==> config.mk <==
export PLATFORM = sky130hd
export DESIGN_NAME = drd_top
export DESIGN_NICKNAME = d
export VERILOG_FILES = /design/src/drd_pkg.sv /design/src/drd_sel_if.sv /design/src/drd_top.sv /design/src/drd_window_decode.sv
export SDC_FILE = /design/constraint.sdc
export NUM_CORES = 1
export LEC_CHECK = 0
export BUFFER_PORTS_ARGS = -buffer_cell sky130_fd_sc_hd__buf_2
export CORE_MARGIN = 2
export CORE_UTILIZATION = 45
export CTS_CLUSTER_DIAMETER = 100
export DETAILED_ROUTE_END_ITERATION = 10
export PLACE_DENSITY = 0.9
export SLEW_MARGIN = 20
export SYNTH_ARGS = -nofsm -noshare
export SYNTH_HDL_FRONTEND = slang
export SYNTH_SLANG_ARGS = --single-unit
==> constraint.sdc <==
create_clock -name sys_clk_i -period 1.65 [get_ports sys_clk_i]
set_input_delay 0.33 -clock sys_clk_i [delete_from_list [all_inputs] [get_ports sys_clk_i]]
set_output_delay 0.33 -clock sys_clk_i [all_outputs]
set_load 0.02 [all_outputs]
==> src/drd_pkg.sv <==
// Purpose: Shared constants and types for the debug resource decoder
// Assumes: 32-bit byte addresses on the access path
// Notes: Window bases and masks are named here once
package drd_pkg;

    // ------------------------------------------------------------
    // Address windows
    // ------------------------------------------------------------
    localparam logic [31:0] DRD_PPB_BASE = 32'hE000_0000;
    localparam logic [31:0] DRD_PPB_LAST = 32'hE00F_FFFF;
    localparam logic [31:0] DRD_WIN_MASK = 32'hFFFF_F000;
    localparam logic [31:0] DRD_SWT_BASE = 32'hE000_0000;
    localparam logic [31:0] DRD_WDT_BASE = 32'hE000_1000;
    localparam logic [31:0] DRD_BPU_BASE = 32'hE000_2000;
    localparam logic [31:0] DRD_SCS_FIRST = 32'hE000_ED00;
    localparam logic [31:0] DRD_SCS_LAST = 32'hE000_EFFF;
    localparam logic [31:0] DRD_SCB_LAST = 32'hE000_ED8F;
    localparam logic [31:0] DRD_DCB_FIRST = 32'hE000_EDF0;
    localparam logic [31:0] DRD_DCB_LAST = 32'hE000_EEFF;
    localparam logic [31:0] DRD_TPU_BASE = 32'hE004_0000;
    localparam logic [31:0] DRD_PTU_BASE = 32'hE004_1000;
    localparam logic [31:0] DRD_IMP_FIRST = 32'hE004_2000;
    localparam logic [31:0] DRD_IMP_LAST = 32'hE00F_EFFF;
    localparam logic [31:0] DRD_LUT_BASE = 32'hE00F_F000;

    // ------------------------------------------------------------
    // Lookup table layout
    // ------------------------------------------------------------
    localparam logic [31:0] DRD_LUT_END = 32'h0000_0000;
    localparam logic [31:0] DRD_LUT_PRESENT = 32'h0000_0001;
    localparam int DRD_LUT_ENTRIES = 8;
    localparam int DRD_LUT_IDX_W = 3;
    localparam int DRD_LUT_IDX_LSB = 2;

    // Select vector bit positions
    localparam int DRD_SEL_SWT = 0;
    localparam int DRD_SEL_WDT = 1;
    localparam int DRD_SEL_BPU = 2;
    localparam int DRD_SEL_SCB = 3;
    localparam int DRD_SEL_DCB = 4;
    localparam int DRD_SEL_SCS = 5;
    localparam int DRD_SEL_TPU = 6;
    localparam int DRD_SEL_PTU = 7;
    localparam int DRD_SEL_IMP = 8;
    localparam int DRD_SEL_LUT = 9;
    localparam int DRD_SEL_W = 10;

    typedef logic [DRD_SEL_W-1:0] drd_sel_t;

    // Run control states
    typedef enum logic [1:0] {
        DRD_RUN = 2'b00,
        DRD_HALTED = 2'b01,
        DRD_STEP = 2'b10
    } drd_state_e;

endpackage

==> src/drd_sel_if.sv <==
// Purpose: Carries the decoded select vector between decoder modules
// Assumes: Single clock domain
// Notes: Decoder drives, control module consumes
`timescale 1ns/1ps
interface drd_sel_if;
    import drd_pkg::*;
    logic valid;
    logic [31:0] addr;
    drd_sel_t sel;
    modport decoder (input valid, input addr, output sel);
    modport user (output valid, output addr, input sel);
endinterface

==> src/drd_top.sv <==
// Purpose: Debug resource decoder, run control and lookup table
// Assumes: Access address is in the sys_clk_i domain; halt request is not
// Notes: Outputs are registered, so selects follow the address by one cycle
`timescale 1ns/1ps

// Contract
// - Low three windows to trace, watch, breakpoint
// - Control space mapped, sub-blocks routed separately
// - Trace port window reserved when shared
// - Next window goes to program trace
// - Implementation range; top window is table
// - Each component one aligned 4KB window
// - Decode only inside private peripheral region
// - Flag shows debug state while halted
// - Software trace only with main extension
// - Trace configurations need a trace sink
// - Synchronise async external halt, then halt
// - Halt control bit halts the element
// - Step and resume, optional interrupt masking
// - Core register access only while halted
// - Table lists only implemented components
// - Table ends with all-zero entry
module drd_top
    import drd_pkg::*;
(
    // Clock and reset
    input wire logic sys_clk_i,
    input wire logic rst_n_i,
    // Access path
    input wire logic acc_valid_i,
    input wire logic [31:0] acc_addr_i,
    // Configuration straps
    input wire logic main_ext_i,
    input wire logic tpu_shared_i,
    input wire logic ext_sink_i,
    input wire logic ptu_present_i,
    // Run control
    input wire logic ext_halt_req_i,
    input wire logic halt_cmd_i,
    input wire logic step_cmd_i,
    input wire logic resume_cmd_i,
    input wire logic mask_int_i,
    input wire logic step_done_i,
    input wire logic reg_req_i,
    // Decoded selects
    output logic [DRD_SEL_W-1:0] sel_o,
    output logic [31:0] lut_data_o,
    // Run state and trace flags
    output logic debug_state_o,
    output logic halt_o,
    output logic int_mask_o,
    output logic reg_grant_o,
    output logic trace_en_o,
    output logic dwt_trace_en_o,
    output logic sink_ok_o
);

    // ------------------------------------------------------------
    // Window decode
    // ------------------------------------------------------------
    drd_sel_if dec_bus ();
    assign dec_bus.valid = acc_valid_i;
    assign dec_bus.addr = acc_addr_i;

    drd_window_decode i_drd_window_decode (
        .bus(dec_bus.decoder),
        .main_ext_i(main_ext_i),
        .tpu_shared_i(tpu_shared_i)
    );

    // Registered so the selects never glitch, at one cycle of latency
    // reserved and unlisted give zero
    logic [DRD_SEL_W-1:0] sel_reg;
    always_ff @(posedge sys_clk_i or negedge rst_n_i) begin
        if (!rst_n_i) begin
            sel_reg <= '0;
        end else begin
            sel_reg <= dec_bus.sel;
        end
    end
    // Port straight from its flop
    assign sel_o = sel_reg;

    // ------------------------------------------------------------
    // Lookup table
    // ------------------------------------------------------------
    // Entry presence per slot; slot order matches select order
    wire tpu_local = !tpu_shared_i;
    wire [DRD_LUT_ENTRIES-1:0] present;
    assign present[0] = main_ext_i;
    assign present[1] = 1'b1;
    assign present[2] = 1'b1;
    assign present[3] = 1'b1;
    assign present[4] = tpu_local;
    assign present[5] = ptu_present_i;
    assign present[6] = 1'b0;
    assign present[7] = 1'b0;

    // Offsets are negative relative to the table base
    logic [31:0] lut_offs [DRD_LUT_ENTRIES];
    wire [31:0] lut_comp [DRD_LUT_ENTRIES];
    assign lut_comp[0] = DRD_SWT_BASE;
    assign lut_comp[1] = DRD_WDT_BASE;
    assign lut_comp[2] = DRD_BPU_BASE;
    // Control space page stands for both of its sub-blocks
    assign lut_comp[3] = DRD_SCS_FIRST & DRD_WIN_MASK;
    assign lut_comp[4] = DRD_TPU_BASE;
    assign lut_comp[5] = DRD_PTU_BASE;
    // Spare slots in this build
    assign lut_comp[6] = DRD_LUT_END;
    assign lut_comp[7] = DRD_LUT_END;

    // Compact present entries to the front so no gaps appear
    // A walker stops at the first zero, so a hole would hide later parts
    logic [31:0] lut_rows [DRD_LUT_ENTRIES];
    always_comb begin
        int n;
        n = 0;
        for (int k = 0; k < DRD_LUT_ENTRIES; k++) begin
            lut_rows[k] = DRD_LUT_END;
        end
        for (int k = 0; k < DRD_LUT_ENTRIES; k++) begin
            if (present[k]) begin
                lut_rows[n[DRD_LUT_IDX_W-1:0]] = ((lut_comp[k] - DRD_LUT_BASE) & DRD_WIN_MASK)
                    | DRD_LUT_PRESENT;
                n = n + 1;
            end
        end
    end

    // One copy per table slot
    genvar gi;
    generate
        for (gi = 0; gi < DRD_LUT_ENTRIES; gi++) begin : g_offs
            assign lut_offs[gi] = lut_rows[gi];
        end
    endgenerate

    // Index from word address inside the table window; byte lanes are ignored
    wire [DRD_LUT_IDX_W-1:0] lut_idx = acc_addr_i[DRD_LUT_IDX_LSB +: DRD_LUT_IDX_W];
    // Words past the last slot read as the end marker
    wire lut_in_rows = (acc_addr_i & ~DRD_WIN_MASK) < (32'(DRD_LUT_ENTRIES) << DRD_LUT_IDX_LSB);
    wire [31:0] lut_word = (dec_bus.sel[DRD_SEL_LUT] && lut_in_rows) ? lut_offs[lut_idx] : DRD_LUT_END;

    logic [31:0] lut_data_reg;
    always_ff @(posedge sys_clk_i or negedge rst_n_i) begin
        if (!rst_n_i) begin
            lut_data_reg <= DRD_LUT_END;
        end else begin
            lut_data_reg <= lut_word;
        end
    end
    // Table word leaves from its own flop
    assign lut_data_o = lut_data_reg;

    // ------------------------------------------------------------
    // External halt synchroniser
    // ------------------------------------------------------------
    // Three stages; a change counts once stages two and three agree
    // Only the second stage reads the first, so a metastable value never fans out
    logic sync1_reg, sync2_reg, sync3_reg, ext_halt_reg;
    always_ff @(posedge sys_clk_i or negedge rst_n_i) begin
        if (!rst_n_i) begin
            sync1_reg <= 1'b0;
            sync2_reg <= 1'b0;
            sync3_reg <= 1'b0;
        end else begin
            sync1_reg <= ext_halt_req_i;
            sync2_reg <= sync1_reg;
            sync3_reg <= sync2_reg;
        end
    end

    // Hold the last agreed level while the two late stages disagree
    wire agree = (sync2_reg == sync3_reg);
    wire ext_halt_next = agree ? sync3_reg : ext_halt_reg;
    always_ff @(posedge sys_clk_i or negedge rst_n_i) begin
        if (!rst_n_i) begin
            ext_halt_reg <= 1'b0;
        end else begin
            ext_halt_reg <= ext_halt_next;
        end
    end
    // Rising edge of the filtered level requests one halt
    // A request held high halts once, so resume still works under it
    wire ext_halt_rise = ext_halt_next && !ext_halt_reg;

    // ------------------------------------------------------------
    // Run control
    // ------------------------------------------------------------
    // Run control state and latched mask
    drd_state_e state_reg, state_next;
    logic mask_reg, mask_next;

    // Halt sources; a halt command wins over step or resume in the same cycle
    wire halt_any = halt_cmd_i || ext_halt_rise;

    // Next state decode
    always_comb begin
        state_next = state_reg;
        mask_next = mask_reg;
        case (state_reg)
            DRD_RUN: begin
                if (halt_any) begin
                    state_next = DRD_HALTED;
                end
            end
            DRD_HALTED: begin
                // step or resume
                // Mask is latched with the command and kept until the next one
                if (halt_cmd_i) begin
                    state_next = DRD_HALTED;
                end else if (step_cmd_i) begin
                    state_next = DRD_STEP;
                    mask_next = mask_int_i;
                end else if (resume_cmd_i) begin
                    state_next = DRD_RUN;
                    mask_next = mask_int_i;
                end
            end
            DRD_STEP: begin
                // One instruction, then back to halted
                // A halt during the step also lands in halted
                if (step_done_i || halt_any) begin
                    state_next = DRD_HALTED;
                end
            end
            // Unused code parks in halted, the safe place
            default: begin
                state_next = DRD_HALTED;
            end
        endcase
    end

    always_ff @(posedge sys_clk_i or negedge rst_n_i) begin
        if (!rst_n_i) begin
            state_reg <= DRD_RUN;
            mask_reg <= 1'b0;
        end else begin
            state_reg <= state_next;
            mask_reg <= mask_next;
        end
    end

    // Registered status outputs
    // Look ahead one state so the flags change with the state itself
    wire halted_next = (state_next == DRD_HALTED);
    logic debug_state_reg, halt_reg, int_mask_reg, reg_grant_reg;
    always_ff @(posedge sys_clk_i or negedge rst_n_i) begin
        if (!rst_n_i) begin
            debug_state_reg <= 1'b0;
            halt_reg <= 1'b0;
            int_mask_reg <= 1'b0;
            reg_grant_reg <= 1'b0;
        end else begin
            debug_state_reg <= halted_next;
            halt_reg <= (state_next != DRD_RUN) && (state_next != DRD_STEP);
            // Masking only matters while executing
            int_mask_reg <= mask_next && (state_next != DRD_HALTED);
            // access only when halted
            // Halted in both cycles, so a resume cuts the grant at once
            reg_grant_reg <= reg_req_i && halted_next && (state_reg == DRD_HALTED);
        end
    end
    // Ports straight from their flops
    assign debug_state_o = debug_state_reg;
    assign halt_o = halt_reg;
    assign int_mask_o = int_mask_reg;
    assign reg_grant_o = reg_grant_reg;

    // ------------------------------------------------------------
    // Trace configuration
    // ------------------------------------------------------------
    // A sink exists when the local unit is private or an outside one is wired
    // Straps are static; the flops only keep the outputs registered
    wire sink_there = tpu_local || ext_sink_i;
    logic trace_en_reg, dwt_trace_en_reg, sink_ok_reg;
    always_ff @(posedge sys_clk_i or negedge rst_n_i) begin
        if (!rst_n_i) begin
            trace_en_reg <= 1'b0;
            dwt_trace_en_reg <= 1'b0;
            sink_ok_reg <= 1'b0;
        end else begin
            trace_en_reg <= main_ext_i && sink_there;
            dwt_trace_en_reg <= main_ext_i && sink_there;
            sink_ok_reg <= sink_there;
        end
    end
    // Trace flags straight from their flops
    assign trace_en_o = trace_en_reg;
    assign dwt_trace_en_o = dwt_trace_en_reg;
    assign sink_ok_o = sink_ok_reg;

endmodule // drd_top

==> src/drd_window_decode.sv <==
// Purpose: Combinational window decoder for the debug resources
// Assumes: Configuration straps are stable while accesses are made
// Notes: One-hot select, all zero on a miss or reserved window
`timescale 1ns/1ps
module drd_window_decode
    import drd_pkg::*;
(
    // Select carrier
    drd_sel_if.decoder bus,
    // Configuration
    input wire logic main_ext_i,
    input wire logic tpu_shared_i
);

    // ------------------------------------------------------------
    // Region tests
    // ------------------------------------------------------------
    wire [31:0] page = bus.addr & DRD_WIN_MASK;
    wire in_ppb = bus.valid && (bus.addr >= DRD_PPB_BASE) && (bus.addr <= DRD_PPB_LAST);
    wire hit_swt = in_ppb && (page == DRD_SWT_BASE);
    wire hit_wdt = in_ppb && (page == DRD_WDT_BASE);
    wire hit_bpu = in_ppb && (page == DRD_BPU_BASE);
    wire hit_tpu = in_ppb && (page == DRD_TPU_BASE);
    wire hit_ptu = in_ppb && (page == DRD_PTU_BASE);
    wire hit_lut = in_ppb && (page == DRD_LUT_BASE);
    wire hit_scs = in_ppb && (bus.addr >= DRD_SCS_FIRST) && (bus.addr <= DRD_SCS_LAST);
    wire hit_scb = hit_scs && (bus.addr <= DRD_SCB_LAST);
    wire hit_dcb = hit_scs && (bus.addr >= DRD_DCB_FIRST) && (bus.addr <= DRD_DCB_LAST);
    wire hit_imp = in_ppb && (bus.addr >= DRD_IMP_FIRST) && (bus.addr <= DRD_IMP_LAST);

    // Assemble the select vector
    // low three windows
    assign bus.sel[DRD_SEL_SWT] = hit_swt && main_ext_i;
    assign bus.sel[DRD_SEL_WDT] = hit_wdt;
    assign bus.sel[DRD_SEL_BPU] = hit_bpu;
    assign bus.sel[DRD_SEL_SCB] = hit_scb;
    assign bus.sel[DRD_SEL_DCB] = hit_dcb;
    assign bus.sel[DRD_SEL_SCS] = hit_scs && !hit_scb && !hit_dcb;
    assign bus.sel[DRD_SEL_TPU] = hit_tpu && !tpu_shared_i;
    assign bus.sel[DRD_SEL_PTU] = hit_ptu;
    assign bus.sel[DRD_SEL_IMP] = hit_imp;
    assign bus.sel[DRD_SEL_LUT] = hit_lut;

endmodule // drd_window_decode

After elaboration in Yosys (flattened, before gate mapping):

Cells that the tools add are included.
W data, S select, Z words.

* add/sub/neg operators: 4
* muxes and demuxes: 30
* equal/unequal tests: 12
* reduce and logical (&&, ||, !) cells: 40
* bitwise gates (word level): 21
* $lt $le $gt $ge: 21

Operators with widths (count)
* $mux W256: 2
* $demux W32 S3: 5
* $and A136 B136 Y136: 3
* $not A136 Y136: 3
* $or A120 B120 Y120: 3
* $mux W32: 9
* $le A32 B32 Y1 const B: 5
* $and A144 B144 Y144: 1
* $not A144 Y144: 1
* $or A136 B136 Y136: 1
* $ge A32 B32 Y1 const B: 4
* $and A120 B120 Y120: 1
* $eq A20 B20 Y1 const B: 6
* $not A120 Y120: 1
* $or A112 B112 Y112: 1
* $bmux W32 S3: 1
* $logic_and A1 B1 Y1: 31
* $ge A4 B4 Y1 const B: 6
* $not A3 Y4: 6
* $lt A4 B1 Y1 const B: 5
* $lt A12 B6 Y1 const B: 1
* $mux W2: 5
* $add A3 B2 Y3 const B: 3
* $mux W1: 6
* other kinds (12): 18

* output and inout port bits: 49
* flip-flop bits (word level): 55
* input port bits: 46
* logic and storage cells: 142

Depth between registers and ports, before layout:

Gate-level depths: netlist of the first run.

* word-level depth: 18
* depth in mapped cells: 8

Modules after synthesis:

From an unflattened synthesis of the first run, not the netlist that was laid out.

* cells, all modules: 185
* area, all modules: 1737.9 µm²

Modules (own cells, without submodules)
* drd_top: area an instance 1335.0 µm², times used 1, seq. area each 675.6 µm², cells each 122
* drd_window_decode: area an instance 402.9 µm², times used 1, seq. area each 0.0 µm², cells each 63

Worst setup path before layout of the first run:

OpenSTA, ideal clock, no wires.

* path kind: input-to-reg
* start point: input port acc_addr_i[20]
* end point: register lut_data_reg[15] (netlist: lut_data_o[15])
* stages on the path: 5
* path buffers: 0
* setup time: 0.107 ns
* arrival time: 1.361 ns
* setup slack: 0.182 ns
* path through: nor4_4 > nand4_4 > nor2b_4 > nand3_4 > a2111oi_4

* cells in the longest elaborated chain, start to end: 6

RTL lines
* from (decl): RTL line drd_top.sv:31 `input wire logic [31:0] acc_addr_i,`
* $ge A32 B32 Y1: RTL line drd_window_decode.sv:19 `wire in_ppb = bus.valid && (bus.addr >= DRD_PPB_BASE) && (bus.addr <= DRD_PPB_LAST);`
* $logic_and A1 B1 Y1 (2 in a row): RTL line drd_window_decode.sv:19
* $logic_and A1 B1 Y1 *: RTL line drd_window_decode.sv:25 `wire hit_lut = in_ppb && (page == DRD_LUT_BASE);`
* net dec_bus.sel[9]: RTL line drd_sel_if.sv:9 `drd_sel_t sel;`
* $logic_and A1 B1 Y1 *: RTL line drd_top.sv:143 `wire [31:0] lut_word = (dec_bus.sel[DRD_SEL_LUT] && lut_in_rows) ? lut_offs[lut_idx] : DRD_LUT_END;`
* $mux W32 *: RTL line drd_top.sv:143
* to (signal assigned): RTL line drd_top.sv:150 `lut_data_reg <= lut_word;`
* to (decl): RTL line drd_top.sv:145 `logic [31:0] lut_data_reg;`

The timed path passes the listed nets; every way through them passes the cells marked *.

Worst setup path after layout of the first run:

* start point: register state_reg[1]
* end point: register int_mask_reg (netlist: int_mask_o)

RTL lines
* from (decl): RTL line drd_top.sv:192 `drd_state_e state_reg, state_next;`
* from (signal assigned): RTL line drd_top.sv:240 `state_reg <= state_next;`
* $eq A2 B1 Y1: RTL line drd_top.sv:202 `case (state_reg)`
* $mux W1: RTL line drd_top.sv:202
* net mask_next: RTL line drd_top.sv:193 `logic mask_reg, mask_next;`
* $logic_and A1 B1 Y1: RTL line drd_top.sv:259 `int_mask_reg <= mask_next && (state_next != DRD_HALTED);`
* to (signal assigned): RTL line drd_top.sv:259
* to (decl): RTL line drd_top.sv:248 `logic debug_state_reg, halt_reg, int_mask_reg, reg_grant_reg;`

The timed path passes the listed nets, and every way through them passes these cells.

==> flow_summary.ini, run 1 <==
[worst_setup_path]
critPathTopFamily = simple AND/OR/NAND/NOR gates
cp.required_ns = 1.81
crit_chain = nor4b_2 > mux2_2 > nor2b_1
ff2ff_setup_slack_ns = 0.20
cp-end-kind = register
critPathLaunch = state_reg[1]$_DFF_PN0_
slowest_stage = dfrtp_1
slowest_delay_ns = 0.43
critPathCapture = int_mask_o$_DFF_PN0_
critical_path_arrival_ns = 1.61
rr_worst_depth = 3
critical_path_class = register to register
cp_num_buf_inv = 0
cp_num_cells = 3
r2r-start = state_reg[1]$_DFF_PN0_
cp_max_fo = 4
cp-start-kind = register
r2r-end = int_mask_o$_DFF_PN0_

[synth]
synth_cells = 176
synth-edff-count = 0
ys_seq_area_frac = 0.4040
avgSynthCellArea_um2 = 9.853
ys_types = 45
netlist_area_mm2 = 0.001734
yosys_warnings = 0
synth-main-ff-cell = dfrtp_1
async_reset_ff_frac = 1.000
ys_seq_elements = 28

[clock_tree]
clock_sinks = 28
clk_latency_ns = 0.27
cts.path.max_buffers = 2
path_clk_slew_ns = 0.09
root_buffer = clkbuf_8
htree_num_levels = 1
hold_buffers = 0
cts_tree = built
cts_resized = 0
cts_setup_buffers = 0
cts_buffers = 3

[finish]
nNetsFinal = 301
drive_gt1_frac = 0.4137
largest_register_ffs = 10
finalNonFillerCells = 297
syn_to_final_growth_pct = 22.80
antennaDiodeCount = 0

[grt]
first_global_vias = 1444
grt_pass1_wl_um = 6203
antenna_found_initial = 0
grt_use_total = 0.1838
grt_overflow = 0
grt_max_degree = 29

[place]
place_congestion = 0.8122
dp.cells = 293
portBuffers = 80
hpwl_um = 3221
dp_slack_ns = -0.03458

[floorplan]
dieWidth_um = 66.08
num_rows = 22
chipHeight_um = 66.08
coreArea_mm2 = 0.003689
die_area_mm2 = 0.004367
start_util = 0.4701
io_pins = 95

[timing]
fmax_mhz = 691.5
layout_setup_ws_ns = 0.2039
slew_violations = 0
worstMarginPinSlew_ns = 0.5752
fin_crit_ns = 1.446
rsz0062_at_grt = false
slew_headroom = 0.6166
setup_tns_ns = 0
finalSetupViolCount = 0
hold_viol = 0
skew_ns = 0.002264
period_share = 0.8764
whs_ns = 0.03994

[power]
p_per_area_mw_per_mm2 = 696.2
irDropWorstVdd_v = 0.0003030
total_leakage_power_uw = 0.001086
finalPower_uw = 1483

[min_path]
hold_class = primary input to asynchronous set/reset pin

[detailed_routing]
drt-total-wl_um = 3825
drc_errors = 0
wl_per_cell_um = 12.88
avgViaCountPerCell = 5.125
firstDrtPassIters = 4
num_vias = 1522
drt_iter0_markers = 51
ant_nets = 0

[run_status]
outcome = complete, no violations

[job]
maxCapViolCount = 0
==> cell type report <==
cell class                 instances  area (um2)
fill                             352        1559
clock buffer                       4       55.05
inverter                           5       18.77
timing repair buffer              87       452.9
tap                               48       60.06
sequential                        28       700.7
multi-input combinational        125       842.1
==> worst min path at each step <==
stage	startpoint	endpoint	slack, ns
global placement	sync1_reg$_DFF_PN0_	sync2_reg$_DFF_PN0_	0.34
detailed placement	sync1_reg$_DFF_PN0_	sync2_reg$_DFF_PN0_	0.34
floorplan	rst_n_i	debug_state_o$_DFF_PN0_	0.03
global route	rst_n_i	sync2_reg$_DFF_PN0_	0.08
CTS	rst_n_i	reg_grant_o$_DFF_PN0_	0.06
finish	rst_n_i	reg_grant_o$_DFF_PN0_	0.04
==> worst reg2reg max path: stages, from the launching register on <==
cell and delay (ns):
dfrtp_1 0.43, nor4b_2 0.39, mux2_2 0.39, nor2b_1 0.13
==> stage by stage <==
| step | util | instance area, um2 |
|---|---|---|
| final | 0.5773 | 2130 |
| after CTS | 0.5773 | 2130 |
| after global placement | 0.5624 | 2074 |
| after floorplan | - | 1783 |
| after global routing | 0.5773 | 2130 |
| after detailed placement | 0.5624 | 2074 |
==> cell usage in the layout (no fill, tap or decap), types with 2 or more instances in the layout <==
cell / count
buf_2: 80
dfrtp_1: 28
conb_1: 14
nor2_1: 12
nor3_1: 10
nand2_1: 10
o21ai_0: 8
a21oi_1: 7
buf_4: 7
nor2b_1: 6
inv_1: 5
and3_1: 5
nor4_1: 5
a31oi_1: 5
ha_1: 5
clkbuf_8: 4
nand3_1: 3
nand2b_1: 3
nor4_4: 2
nand4_1: 2
nand3b_1: 2
o21ai_1: 2
==> kinds of logic after synthesis <==
family | synth area share
simple gates | 0.2857
other cells | 0.002162
buf+inv | 0.1385
flops | 0.4040
fa+ha+maj | 0.03608
compound gates | 0.1270
mux | 0.006493
==> routing by layer <==
metal / part of all wire / routed length (um) / track usage
met5: 0 / 0 / 0
met1: 0.39 / 1476 / 0.2186
met2: 0.52 / 2002 / 0.3263
met3: 0.068 / 260 / 0.02215
met4: 0.022 / 85 / 0.08673
==> cell usage after synthesis, types with 2 or more instances <==
master / count / share of area
a21oi_1: 7 / 0.020
o21ai_0: 8 / 0.023
nor4_1: 5 / 0.018
nor2b_1: 6 / 0.022
o21ai_1: 2 / 0.0058
nor2_1: 12 / 0.026
nor3_1: 10 / 0.029
clkbuf_1: 3 / 0.0065
ha_1: 5 / 0.036
nor4_4: 2 / 0.025
nand2_1: 10 / 0.022
dfrtp_1: 28 / 0.40
nand2b_1: 3 / 0.011
nand3_1: 3 / 0.0087
nand4_1: 2 / 0.0072
nand3b_1: 2 / 0.0087
inv_1: 5 / 0.011
and3_1: 5 / 0.018
a31oi_1: 5 / 0.018
buf_4: 28 / 0.12
==> power by group <==
part / switching, uW / total, uW / leakage, uW / internal, uW
Combinational: 198 / 322 / 0.000696 / 123
Clock: 200 / 414 / 0.0000288 / 214
Sequential: 19.3 / 747 / 0.000362 / 727
No activity file was read; power rests on OpenSTA's default activity.
==> run 2, diff against run 1 <==
--- a/config.mk
+++ b/config.mk
@@ -5,13 +5,15 @@
 export SDC_FILE = /design/constraint.sdc
 export NUM_CORES = 1
 export LEC_CHECK = 0
+export ABC_AREA = 1
 export BUFFER_PORTS_ARGS = -buffer_cell sky130_fd_sc_hd__buf_2
 export CORE_MARGIN = 2
-export CORE_UTILIZATION = 45
+export CORE_UTILIZATION = 47
 export CTS_CLUSTER_DIAMETER = 100
 export DETAILED_ROUTE_END_ITERATION = 10
 export PLACE_DENSITY = 0.9
 export SLEW_MARGIN = 20
 export SYNTH_ARGS = -nofsm -noshare
 export SYNTH_HDL_FRONTEND = slang
+export SYNTH_HIERARCHICAL = 1
 export SYNTH_SLANG_ARGS = --single-unit
==> run 2 against run 1 <==
Effect of this change:
- wire length is 4.8% higher
- die area rose by 11%
- maximum frequency down 2.1%
- highest routed layer unchanged
- critical endpoint is now lut_data_o[12]$_DFF_PN0_
- register-to-register slack better by 0.35 ns
- largest power group unchanged
- largest cell class unchanged
==> flow_summary.ini, run 2 <==
[clock_tree]
hold_buffers = 0
htree_num_levels = 1
cts_buffers = 3
clock_sinks = 27
clk_latency_ns = 0.27
cts_tree = built
root_buffer = clkbuf_8
path_clk_slew_ns = 0.09
cts.path.max_buffers = 2

[power]
irDropWorstVdd_v = 0.0003100
total_leakage_power_uw = 0.001386
finalPower_uw = 1612
p_per_area_mw_per_mm2 = 674.9

[finish]
final_cell_mix = 80 x buf_2, 55 x nand2_1, 39 x inv_1
drive_gt1_frac = 0.3447
antennaDiodeCount = 0
finalNonFillerCells = 401
syn_to_final_growth_pct = 17.91
final-seq-area_um2 = 675.6
final_common_cell = buf_2
nFillCells = 395
multi_input_area_um2 = 978.4
largest_register_ffs = 10
nNetsFinal = 404

[place]
dp_slack_ns = -0.1511
portBuffers = 80
hpwl_um = 3417
dp.cells = 397
place_congestion = 0.8409

[grt]
antenna_found_initial = 0
grt_pass1_wl_um = 6775
first_global_vias = 1716
grt_use_total = 0.1660
grt_overflow = 0
grt_max_degree = 28

[floorplan]
num_rows = 23
start_util = 0.4957
coreArea_mm2 = 0.004086
dieWidth_um = 69.65
chipHeight_um = 69.65
io_pins = 95
die_area_mm2 = 0.004851

[worst_setup_path]
critical_path_class = primary input to register
critPathLaunch = acc_addr_i[26]
critical_path_arrival_ns = 1.67
cp-start-kind = primary input
rr_worst_depth = 4
r2r-end = int_mask_o$_DFF_PN0_
cp_max_fo = 4
cp-end-kind = register
cp.required_ns = 1.84
ff2ff_setup_slack_ns = 0.55
critPathCapture = lut_data_o[12]$_DFF_PN0_
r2r-start = state_reg[1]$_DFF_PN0_

[synth]
yosys_warnings = 6
async_reset_ff_frac = 1.000
synthTopCellsByArea = dfrtp_1 33%, buf_4 13%, nand2_1 10%
netlist_area_mm2 = 0.002026
ys_types = 31
avgSynthCellArea_um2 = 7.209
ys_seq_elements = 27
synth_cells = 281
yosys.area.top_type_share = 0.3335
ys_seq_area_frac = 0.3335
synth-edff-count = 0
synth_area_leader_cell = dfrtp_1
yosysMostFrequentCell = nand2_1
yosys-top-cells-count = 56 x nand2_1, 39 x inv_1, 39 x nor2_1
synth-main-ff-cell = dfrtp_1

[timing]
slew_headroom = 0.6184
finalSetupViolCount = 0
worstMarginPinSlew_ns = 0.5724
rsz0062_at_grt = false
hold_viol = 0
layout_setup_ws_ns = 0.1734
skew_ns = 0.004026
fmax_mhz = 677.2
slew_violations = 0
period_share = 0.8949
fin_crit_ns = 1.477

[detailed_routing]
avgViaCountPerCell = 4.529
num_vias = 1816
drc_errors = 0
ant_nets = 0
wl_per_cell_um = 9.995
drt_iter0_markers = 65
firstDrtPassIters = 4
drt-total-wl_um = 4008

[run_status]
outcome = complete, no violations

[min_path]
hold_class = primary input to asynchronous set/reset pin

[job]
maxCapViolCount = 0
## run 2: cell types whose count changed in the layout (fill, tap and decap cells not counted), moves of 6 or more
cell     delta
nand3_1    +15
nand2_1    +45
nor2b_1     -6
nor2_2      +6
nor2_1     +25
inv_1      +34
## run 2: repair_timing
action | 4_1_cts | 5_1_grt
endpoints found under the setup margin | 0 | 1
gates resized for setup | 0 | 2
buffers inserted | 0 | 0
## run 2: area by class of cell
type,count,share of cell area
Inverter,44,0.06915
Timing Repair Buffer,88,0.1928
Clock buffer,3,0.01729
Sequential cell,27,0.2829
Clock inverter,1,0.002095
Tap cell,50,0.02619
Multi-Input combinational cell,188,0.4096
## run 2: critical path, cell delays in order
cell,delay [ns]
buf_2,0.11
nor2_2,0.13
nand2_2,0.10
nor2_8,0.11
nand2_4,0.06
nor2_4,0.09
inv_2,0.04
nor2_2,0.12
inv_1,0.05
nor2_1,0.08
nand2_1,0.08
nor2_4,0.11
o21ai_1,0.09
nor3b_2,0.16
## run 2: cell families after synthesis
group                      share of synthesized area
AOI/OAI and AO/OA                            0.04632
other                                       0.001851
buffers and inverters                         0.2112
DFF                                           0.3335
and+or+nand+nor                               0.3650
adders and majority gates                    0.04200
## run 2: where the power goes
part / switching [uW] / total (uW) / leakage, uW / internal (uW)
combinational: 324 / 489 / 0.00101 / 165
sequential: 27.9 / 760 / 0.000351 / 732
clock: 194 / 363 / 0.0000255 / 169
## run 2: worst min path at each step
stage | from | to | slack, ns | cells after the start
floorplan | rst_n_i | debug_state_o$_DFF_PN0_ | 0.03 | 0
global placement | sync1_reg$_DFF_PN0_ | sync2_reg$_DFF_PN0_ | 0.33 | 0
detailed placement | sync1_reg$_DFF_PN0_ | sync2_reg$_DFF_PN0_ | 0.36 | 0
CTS | rst_n_i | debug_state_o$_DFF_PN0_ | 0.07 | 1
global route | rst_n_i | reg_grant_o$_DFF_PN0_ | 0.09 | 1
finish | rst_n_i | reg_grant_o$_DFF_PN0_ | 0.05 | 1
## run 2: stage by stage
| stage | hold WS, ns | utilization | setup TNS, ns | area (um2) |
|---|---|---|---|---|
| 2_1_floorplan | 0.03441 | - | 0 | 2077 |
| 3_3_place_gp | 0.3339 | 0.5720 | -0.2313 | 2337 |
| 3_5_place_dp | 0.3583 | 0.5720 | -0.4607 | 2337 |
| 4_1_cts | 0.06501 | 0.5833 | 0 | 2384 |
| 5_1_grt | 0.08649 | 0.5845 | 0 | 2389 |
| 6_report | 0.04856 | 0.5845 | 0 | 2389 |
## run 2: per-layer routing
metal / up-vias / share of wire / global-route usage
li1: 966 / - / -
met1: 792 / 0.40 / 0.1897
met2: 56 / 0.54 / 0.3259
met3: 2 / 0.049 / 0.005814
met4: 0 / 0.0060 / 0.05769
met5: - / 0 / 0
